`src/logic/scs_pkg.sv`:
```
`default_nettype none
package scs_pkg;
    // ---------------------------------------------------------------
    // Timing
    // ---------------------------------------------------------------
    localparam int CLK_MHZ = 250;
    // Detection window after enable, in microseconds
    localparam int DET_US = 20;
    localparam int DET_CYC = DET_US * CLK_MHZ;
    // Silence on the pin that counts as a lost clock, in microseconds
    localparam int LOSS_US = 10;
    localparam int LOSS_CYC = LOSS_US * CLK_MHZ;
    // Rising edges needed inside the window to call a clock present
    localparam logic [1:0] DET_EDGES = 2'h3;
    // Strap settle cycles after reset before capture
    localparam logic [1:0] STRAP_SETTLE = 2'h3;

    // ---------------------------------------------------------------
    // Three-level strap encoding (resistor only on the rate strap)
    // ---------------------------------------------------------------
    localparam logic [1:0] LVL_LOW = 2'h0;
    localparam logic [1:0] LVL_OPEN = 2'h1;
    localparam logic [1:0] LVL_HIGH = 2'h2;
    localparam logic [1:0] LVL_RES = 2'h3;

    // ---------------------------------------------------------------
    // Divider N of 8 MHz, quarter-cycle period units
    // ---------------------------------------------------------------
    localparam int BASE_KHZ = 8000;
    localparam int N_MIN = 6;
    localparam int N_MAX = 40;
    localparam logic [5:0] N_RST = 6'h14;
    localparam logic [5:0] N_OUT = 6'h14;
    localparam logic [5:0] N_LOW = 6'h28;
    localparam logic [5:0] N_OPEN = 6'h14;
    localparam logic [5:0] N_HIGH = 6'h08;
    // 8 MHz period is 31.25 clocks, i.e. 125 quarter clocks
    localparam logic [15:0] QPER_PER_N = 16'h007d;
    localparam logic [15:0] QSTEP = 16'h0004;
    localparam logic [15:0] QPER_RST = 16'h09c4;
    localparam int RES_COUNT = 19;
    localparam logic [5:0] RES_N [0:RES_COUNT-1] = '{
        6'h28, 6'h24, 6'h21, 6'h1e, 6'h1b, 6'h19, 6'h16, 6'h14, 6'h13, 6'h11,
        6'h0f, 6'h0e, 6'h0d, 6'h0b, 6'h0a, 6'h09, 6'h08, 6'h07, 6'h06
    };

    typedef enum logic [1:0] {ST_OFF, ST_DETECT, ST_EXT, ST_INT} scs_state_t;
endpackage : scs_pkg
`default_nettype wire

```
`src/logic/scs_clock_select.sv`:
```
// Function
// RL1: Input strap low: check pin for incoming clock at every enable assertion.
// RL2: Once found, align internal oscillator to rising edges of incoming clock.
// RL3: Source supplies 200 kHz to 1.4 MHz, stable before enable.
// RL4: On clock loss, switch to internal oscillator near last incoming frequency.
// RL5: Open strap auto-detects after enable, synchronising if a clock exists.
// RL6: Auto mode without clock: pin strap low/open/high gives 200k/400k/1M.
// RL7: Pin strap sampled only at start-up; later changes ignored until repower.
// RL8: Resistor on pin maps to frequency through the resistor table.
// RL9: Management writes accepted anywhere from 200 kHz to 1.33 MHz.
// RL10: Valid rates are 8 MHz over N, N from 6 to 40.
// RL11: Non-exact written rate rounds to nearest valid 8 MHz over N.
// RL12: On a shared line one drives out, all others auto-detect.
// RL13: Read-back rate is the quantized hardware value.
// RL14: Output strap: internal 400 kHz driven on pin, pin never checked.
// RL15: Count rising edges in a fixed window after enable to detect clock.
`timescale 1ns/1ps
`default_nettype none
module scs_clock_select #(
    parameter int DET_CYCLES = scs_pkg::DET_CYC
) (
    // Clock, reset, clock enable
    input wire logic i_clk,
    input wire logic i_rst,
    input wire logic i_ce,
    // Pins
    input wire logic i_enable,
    input wire logic i_sync_in,
    input wire logic [1:0] i_dir_strap,
    input wire logic [1:0] i_rate_strap,
    input wire logic [4:0] i_rate_res_idx,
    // Management rate write and read-back
    input wire logic i_wr_valid,
    input wire logic [10:0] i_wr_khz,
    output logic [10:0] o_rate_khz,
    // Clock outputs
    output logic o_sw_clk,
    output logic o_sync_out,
    output logic o_sync_oe,
    output logic o_ext_lock
);
    import scs_pkg::*;
    // ---------------------------------------------------------------
    // Pin synchronisers
    // ---------------------------------------------------------------
    logic [2:0] sy_q;
    logic [1:0] en_sy_q;
    logic [1:0] dir_sy1_q, dir_sy2_q, rate_sy1_q, rate_sy2_q;
    logic [4:0] res_sy1_q, res_sy2_q;
    always_ff @(posedge i_clk)
    begin
        if (i_rst)
        begin
            sy_q <= 3'h0;
            en_sy_q <= 2'h0;
            dir_sy1_q <= 2'h0;
            dir_sy2_q <= 2'h0;
            rate_sy1_q <= 2'h0;
            rate_sy2_q <= 2'h0;
            res_sy1_q <= 5'h00;
            res_sy2_q <= 5'h00;
        end
        else if (i_ce)
        begin
            sy_q <= {sy_q[1:0], i_sync_in};
            en_sy_q <= {en_sy_q[0], i_enable};
            dir_sy1_q <= i_dir_strap;
            dir_sy2_q <= dir_sy1_q;
            rate_sy1_q <= i_rate_strap;
            rate_sy2_q <= rate_sy1_q;
            res_sy1_q <= i_rate_res_idx;
            res_sy2_q <= res_sy1_q;
        end
    end
    wire logic rise = sy_q[1] & ~sy_q[2];
    wire logic en_s = en_sy_q[1];
    // ---------------------------------------------------------------
    // State
    // ---------------------------------------------------------------
    scs_state_t state_q, state_d;
    logic [1:0] settle_q, settle_d, dir_q, dir_d, rate_strap_q, rate_strap_d;
    logic taken_q, taken_d, wr_seen_q, wr_seen_d;
    logic [4:0] res_q, res_d;
    logic [5:0] n_q, n_d, n_wr_q, n_wr_d, n_sel, n_near;
    logic [12:0] det_q, det_d;
    logic [1:0] edges_q, edges_d;
    logic [11:0] quiet_q, quiet_d;
    logic [15:0] per_q, per_d, ph_q, ph_d, ph_next;
    logic hold_q, hold_d, sw_q, sw_d;
    logic [10:0] khz_q, khz_d;
    logic out_q, out_d, oe_q, oe_d, lock_q, lock_d;
    always_comb
    begin
        // Nearest divider: pick smallest k whose midpoint the write reaches
        n_near = N_MAX[5:0];
        for (int k = N_MAX - 1; k >= N_MIN; k--)
        begin
            if (int'(i_wr_khz) * 2 * k * (k + 1) >= BASE_KHZ * (2 * k + 1)) // see RL11
                n_near = 6'(k);
        end
        // Rate source for the internal oscillator
        if (dir_q == LVL_HIGH)
            n_sel = N_OUT; // see RL14
        else if (wr_seen_q)
            n_sel = n_wr_q; // see RL9
        else if (dir_q == LVL_OPEN)
        begin
            unique case (rate_strap_q) // see RL6
                LVL_LOW: n_sel = N_LOW;
                LVL_OPEN: n_sel = N_OPEN;
                LVL_HIGH: n_sel = N_HIGH;
                LVL_RES: n_sel = (int'(res_q) < RES_COUNT) ? RES_N[res_q] : N_LOW; // see RL8
            endcase
        end
        else
            n_sel = N_RST;
        khz_d = 11'h000;
        for (int k = N_MIN; k <= N_MAX; k++)
        begin
            if (n_q == 6'(k))
                khz_d = 11'((BASE_KHZ + k / 2) / k); // see RL13
        end
        settle_d = settle_q;
        taken_d = taken_q;
        dir_d = dir_q;
        rate_strap_d = rate_strap_q;
        res_d = res_q;
        // Straps are caught once; only a reset (repower) takes them again
        if (!taken_q)
        begin
            if (settle_q == STRAP_SETTLE)
            begin
                taken_d = 1'b1; // see RL7
                dir_d = dir_sy2_q;
                rate_strap_d = rate_sy2_q;
                res_d = res_sy2_q;
            end
            else
                settle_d = settle_q + 2'h1;
        end
        n_wr_d = n_wr_q;
        wr_seen_d = wr_seen_q;
        if (i_wr_valid)
        begin
            n_wr_d = n_near; // see RL10
            wr_seen_d = 1'b1;
        end
        n_d = n_sel;
        quiet_d = rise ? 12'h000 : ((quiet_q == 12'(LOSS_CYC)) ? quiet_q : quiet_q + 12'h001);
        state_d = state_q;
        det_d = det_q;
        edges_d = edges_q;
        per_d = per_q;
        hold_d = hold_q;
        ph_next = ph_q + QSTEP;
        ph_d = ph_next;
        sw_d = sw_q;
        if (ph_next >= per_q)
        begin
            ph_d = ph_next - per_q;
            sw_d = 1'b1;
        end
        else if (ph_next >= {1'b0, per_q[15:1]})
            sw_d = 1'b0;
        if (rise)
            per_d = {2'h0, quiet_q + 12'h001, 2'h0};
        unique case (state_q)
            ST_OFF:
            begin
                ph_d = 16'h0000;
                sw_d = 1'b0;
                hold_d = 1'b0;
                per_d = per_q;
                det_d = 13'h0000;
                edges_d = 2'h0;
                if (taken_q && en_s)
                    state_d = (dir_q == LVL_HIGH) ? ST_INT : ST_DETECT; // see RL1 RL5 RL14
            end
            ST_DETECT:
            begin
                // Run on the selected rate n_q while listening, so the output never stalls
                per_d = rise ? per_d : 16'(n_q * QPER_PER_N);
                det_d = det_q + 13'h0001;
                if (rise && edges_q != DET_EDGES)
                    edges_d = edges_q + 2'h1; // see RL15
                if (det_q == 13'(DET_CYCLES - 1))
                    state_d = (edges_q == DET_EDGES) ? ST_EXT : ST_INT;
            end
            ST_EXT:
            begin
                if (rise)
                begin
                    ph_d = 16'h0000; // see RL2
                    sw_d = 1'b1;
                end
                else if (quiet_q == 12'(LOSS_CYC - 1))
                begin
                    state_d = ST_INT; // see RL4
                    hold_d = 1'b1;
                end
            end
            ST_INT:
            begin
                per_d = hold_q ? per_q : 16'(n_q * QPER_PER_N); // see RL4
            end
        endcase
        if (!en_s)
            state_d = ST_OFF;
        out_d = (dir_q == LVL_HIGH) ? sw_q : 1'b0;
        oe_d = (dir_q == LVL_HIGH) && (state_q == ST_INT); // see RL14
        lock_d = (state_q == ST_EXT);
    end
    always_ff @(posedge i_clk)
    begin
        if (i_rst)
        begin
            state_q <= ST_OFF;
            settle_q <= 2'h0;
            taken_q <= 1'b0;
            dir_q <= LVL_LOW;
            rate_strap_q <= LVL_LOW;
            res_q <= 5'h00;
            n_q <= N_RST;
            n_wr_q <= N_RST;
            wr_seen_q <= 1'b0;
            det_q <= 13'h0000;
            edges_q <= 2'h0;
            quiet_q <= 12'h000;
            per_q <= QPER_RST;
            ph_q <= 16'h0000;
            hold_q <= 1'b0;
            sw_q <= 1'b0;
            khz_q <= 11'h000;
            out_q <= 1'b0;
            oe_q <= 1'b0;
            lock_q <= 1'b0;
        end
        else if (i_ce)
        begin
            state_q <= state_d;
            settle_q <= settle_d;
            taken_q <= taken_d;
            dir_q <= dir_d;
            rate_strap_q <= rate_strap_d;
            res_q <= res_d;
            n_q <= n_d;
            n_wr_q <= n_wr_d;
            wr_seen_q <= wr_seen_d;
            det_q <= det_d;
            edges_q <= edges_d;
            quiet_q <= quiet_d;
            per_q <= per_d;
            ph_q <= ph_d;
            hold_q <= hold_d;
            sw_q <= sw_d;
            khz_q <= khz_d;
            out_q <= out_d;
            oe_q <= oe_d;
            lock_q <= lock_d;
        end
    end
    assign o_rate_khz = khz_q;
    assign o_sw_clk = sw_q;
    assign o_sync_out = out_q;
    assign o_sync_oe = oe_q;
    assign o_ext_lock = lock_q;
    // ---------------------------------------------------------------
    // Checks
    // ---------------------------------------------------------------
    a_enable_detect: assert property (@(posedge i_clk) disable iff (i_rst) // see RL1 RL5
        (i_ce && state_q == ST_OFF && en_s && taken_q && dir_q != LVL_HIGH)
        |=> state_q == ST_DETECT) else $error("enable did not start detection");
    a_edge_align: assert property (@(posedge i_clk) disable iff (i_rst) // see RL2
        (i_ce && state_q == ST_EXT && rise && en_s) |=> (sw_q && ph_q == 16'h0000))
        else $error("oscillator not aligned to incoming edge");
    a_loss_fallback: assert property (@(posedge i_clk) disable iff (i_rst) // see RL4
        (i_ce && en_s && state_q == ST_EXT && !rise && quiet_q == 12'(LOSS_CYC - 1))
        |=> (state_q == ST_INT && hold_q && $stable(per_q)))
        else $error("lost clock did not fall back holding period");
    a_auto_rate: assert property (@(posedge i_clk) disable iff (i_rst) // see RL6
        (i_ce && dir_q == LVL_OPEN && !wr_seen_q && rate_strap_q == LVL_LOW)
        |=> n_q == N_LOW) else $error("auto strap low not 200k");
    a_strap_frozen: assert property (@(posedge i_clk) disable iff (i_rst) // see RL7
        ($past(taken_q) && taken_q) |-> ($stable(dir_q) && $stable(rate_strap_q)))
        else $error("strap changed after capture");
    a_n_range: assert property (@(posedge i_clk) disable iff (i_rst) // see RL10
        (n_q >= 6'(N_MIN) && n_q <= 6'(N_MAX))) else $error("divider out of range");
    a_nearest_n: assert property (@(posedge i_clk) disable iff (i_rst) // see RL11
        (i_ce && i_wr_valid && i_wr_khz == 11'h32a) |=> n_wr_q == 6'h0a)
        else $error("810k did not round to N of 10");
    a_readback: assert property (@(posedge i_clk) disable iff (i_rst) // see RL13
        (i_ce && n_q == 6'h14) |=> khz_q == 11'h190) else $error("read-back not 400k");
    a_out_mode: assert property (@(posedge i_clk) disable iff (i_rst) // see RL14
        (dir_q == LVL_HIGH && taken_q) |-> (state_q != ST_DETECT && state_q != ST_EXT))
        else $error("output mode checked the pin");
    a_window_len: assert property (@(posedge i_clk) disable iff (i_rst) // see RL15
        (state_q == ST_DETECT) |-> det_q < 13'(DET_CYCLES)) else $error("window overran");
endmodule : scs_clock_select
`default_nettype wire

```
`config.mk`:
```
export PLATFORM = sky130hd
export DESIGN_NAME = scs_clock_select
export DESIGN_NICKNAME = d
export VERILOG_FILES = /design/src/logic/scs_pkg.sv /design/src/logic/scs_clock_select.sv
export SDC_FILE = /design/constraint.sdc
export NUM_CORES = 2
export LEC_CHECK = 0
export ABC_CLOCK_PERIOD_IN_PS = 24500
export BUFFER_PORTS_ARGS = -buffer_cell sky130_fd_sc_hd__buf_4
export CAP_MARGIN = 40
export CORE_MARGIN = 8
export CORE_UTILIZATION = 70
export DETAILED_ROUTE_END_ITERATION = 8
export GPL_ROUTABILITY_DRIVEN = 0
export PLACE_DENSITY = 0.87
export SYNTH_ARGS = -nofsm -noshare
export SYNTH_HDL_FRONTEND = slang
export SYNTH_SLANG_ARGS = --single-unit
```
`constraint.sdc`:
```
create_clock -name i_clk -period 24.5 [get_ports i_clk]
set_clock_uncertainty 0.1 [all_clocks]
set_input_delay 3.675 -clock i_clk [delete_from_list [all_inputs] [get_ports i_clk]]
set_output_delay 3.675 -clock i_clk [all_outputs]
set_load 0.01 [all_outputs]
```
==> results.sh <==
export IMPL_cap_violations=0
export IMPL_cts_sinks=125
export IMPL_crit_path_top_delay_cell="ha_1"
export IMPL_crit_required_ns=24.69
export IMPL_synthTopCellsByCount="inv_1 (1213), ha_1 (1131), fa_1 (487)"
export IMPL_yosysSeqAreaShare_pct=4.56
export IMPL_crit_path_end_kind="flip-flop"
export IMPL_synth_ff_type="dfxtp_1"
export IMPL_yosysTopAreaCellShare_pct=25.8
export IMPL_cts_buffers=17
export IMPL_grt_usage_pct=31.9
export IMPL_grt_pass1_vias=48691
export IMPL_grt_setup_unrepaired="no"
export IMPL_async_flop_share_pct=0
export IMPL_clkLatencyLatePin_ns=0.43
export IMPL_firstDrtPassIters=9
export IMPL_worstPathArrival_ns=12.44
export IMPL_die_h_um=296
export IMPL_worst_pin_slew_ns=0.973
export IMPL_grt_pass1_wl_mm=235
export IMPL_postRouteAntennaNets=0
export IMPL_ios=41
export IMPL_crit_type="in -> reg"
export IMPL_clk_pin_slew_worst_paths_ns=0.07
export IMPL_core_area_mm2=0.0776
export IMPL_status="finished clean"
export IMPL_multi_input_area_mm2=0.0475
export IMPL_drtIter0Drc=3969
export IMPL_seq_area_mm2=0.00250
export IMPL_synth_most_common_cell="inv_1"
export IMPL_final_nets=8403
export IMPL_slew_viol_final=0
export IMPL_postCtsSetupRepairBufs=0
export IMPL_drc_errors=0
export IMPL_fin_setup_tns_ns=0
export IMPL_synth_seq_cells=125
export IMPL_syn_area_mm2=0.0549
export IMPL_drive_gt1_share_pct=3.25
export IMPL_fmax_mhz=81.6
export IMPL_synth_area_leaders="ha_1 (26%), fa_1 (18%), inv_1 (8.3%)"
export IMPL_hold_violations=0
export IMPL_period_share_pct=50.0
export IMPL_syn_inst=6759
export IMPL_setup_viol=0
export IMPL_fillerInstances=5787
export IMPL_rows=102
export IMPL_grt_use_met1_pct=40.3
export IMPL_finalWirelength_mm=143
export IMPL_cpMostUsedCell="ha_1"
export IMPL_cts_tree="done"
export IMPL_antenna_found_initial=1
export IMPL_syn_avg_cell_area_um2=8.12
export IMPL_slew_headroom_pct=33.5
export IMPL_start_kind="input pin"
export IMPL_port_buffers=40
export IMPL_grt_max_degree=73
export IMPL_met2_usage_pct=53.7
export IMPL_die_w_um=296
export IMPL_vias=49469
export IMPL_viasPerCell=6.33
export IMPL_synth_largest_area_cell="ha_1"
export IMPL_overflow=0
export IMPL_wl_per_cell_um=18.4
export IMPL_yosys_warnings=0
export IMPL_path_max_fanout=29
export IMPL_cp_slowest_stage_delay_ns=0.72
export IMPL_synth_edf_count=0
export IMPL_fin_crit_ns=12.25
export IMPL_use_met3_pct=4.38
export IMPL_htreeDepth=4
export IMPL_hold_buffers=0
export IMPL_areaGrowthSynthToFinish_pct=3.88
export IMPL_clk_path_buf_depth=2
export IMPL_cts_root_buffer="clkbuf_16"
export IMPL_grt_busiest_layer="met2"
export IMPL_syn_num_nets=8403
export IMPL_initial_core_util_pct=70.8
export IMPL_hp_class="reg -> reg"
export IMPL_ctsResizeCount=0
export IMPL_dpl_hpwl_mm=119
export IMPL_synthDistinctLibCells=104
export IMPL_dieArea_mm2=0.0877
==> through the flow <==
| stage | instance area, um^2 | setup slack [ns] | hold WS (ns) | cells | util [%] |
|---|---|---|---|---|---|
| floorplan | 54900 | 13.31 | 0.322 | 6759 | - |
| global placement | 56400 | 11.76 | 0.332 | 7767 | 72.6 |
| detailed placement | 56400 | 11.97 | 0.342 | 7778 | 72.7 |
| CTS | 57000 | 12.39 | 0.359 | 7810 | 73.5 |
| global route | 57000 | 11.74 | 0.388 | 7812 | 73.5 |
| finish | 57000 | 12.25 | 0.366 | 7813 | 73.5 |
==> kinds of logic (layout without fill, tap and decap cells) <==
| kind of cell | Yosys count | in the layout | share of synthesized area [%] |
|---|---|---|---|
| AOI/OAI and AO/OA | 1753 | 1753 | 21.4 |
| adders and majority gates | 1618 | 1618 | 43.5 |
| and+or+nand+nor | 1424 | 1424 | 12.9 |
| buffers and inverters | 1315 | 1328 | 9.00 |
| xor gates and xnor gates | 441 | 441 | 7.06 |
| DFF | 125 | 125 | 4.56 |
| muxes | 83 | 83 | 1.56 |
| other | 0 | 1 | 0 |
==> state kept, by name, indices dropped and copies added, names as in the netlist, 3 cells and up <==
| register | flops |
|---|---|
| n_wr_q | 6 |
| ph_q | 16 |
| quiet_q | 12 |
| sy_q | 3 |
| res_q | 5 |
| res_sy2_q | 5 |
| res_sy1_q | 5 |
| n_q | 6 |
| det_q | 13 |
| o_rate_khz | 11 |
| per_q | 16 |
==> placed cells by master (no fill, tap or decap), types with 62 or more instances in the layout <==
master	instances
inv_1	1213
ha_1	1131
fa_1	487
a21oi_1	446
nor2_1	421
nand2_1	285
o21ai_0	281
xnor2_1	278
xor2_1	161
a21o_1	142
dfxtp_1	125
nor3_1	124
nand3_1	115
o21bai_1	86
a31oi_1	82
o21a_1	81
a211oi_1	81
nand2b_1	74
buf_4	72
mux2i_1	70
nor2b_1	62
==> per-layer routing <==
layer | share of wire [%] | vias to the layer above
li1 | - | 23566
met5 | 0.0077 | -
met4 | 5.4 | 2
met3 | 8.1 | 453
met2 | 46 | 2010
met1 | 41 | 23438
==> critical path: cells and delay by family <==
family,cells,cell delay (ns)
adder cells (fa/ha/maj),7,3.07
AND/OR/NAND/NOR,6,1.15
AO/OA/AOI/OAI,13,2.86
XOR/XNOR,1,0.66
buffers and inverters,5,0.99
==> cell type report <==
cell class / instances / share of cell area (%)
diodes: 1 / 0.00439
multi-input cells: 5319 / 83.3
flip-flops and latches: 125 / 4.39
repair buffers: 78 / 1.02
clock inverters: 15 / 0.290
clock buffers: 17 / 0.746
well taps: 1040 / 2.28
inverters: 1218 / 8.01
==> worst paths after layout <==
path                                  start   endpoint  slack (ns)  cells past startpoint
worst min register to register     per_q[2]   per_q[2]        0.37                      2
worst min-delay path               per_q[2]   per_q[2]        0.37                      2
worst max-delay path            i_wr_khz[1]  n_wr_q[3]       12.25                     32
worst max register to register       n_q[2]  per_q[12]       18.87                     20
Power is not shown: default switching activity piles up to over one toggle a cycle in this logic, so the estimate is an artifact.
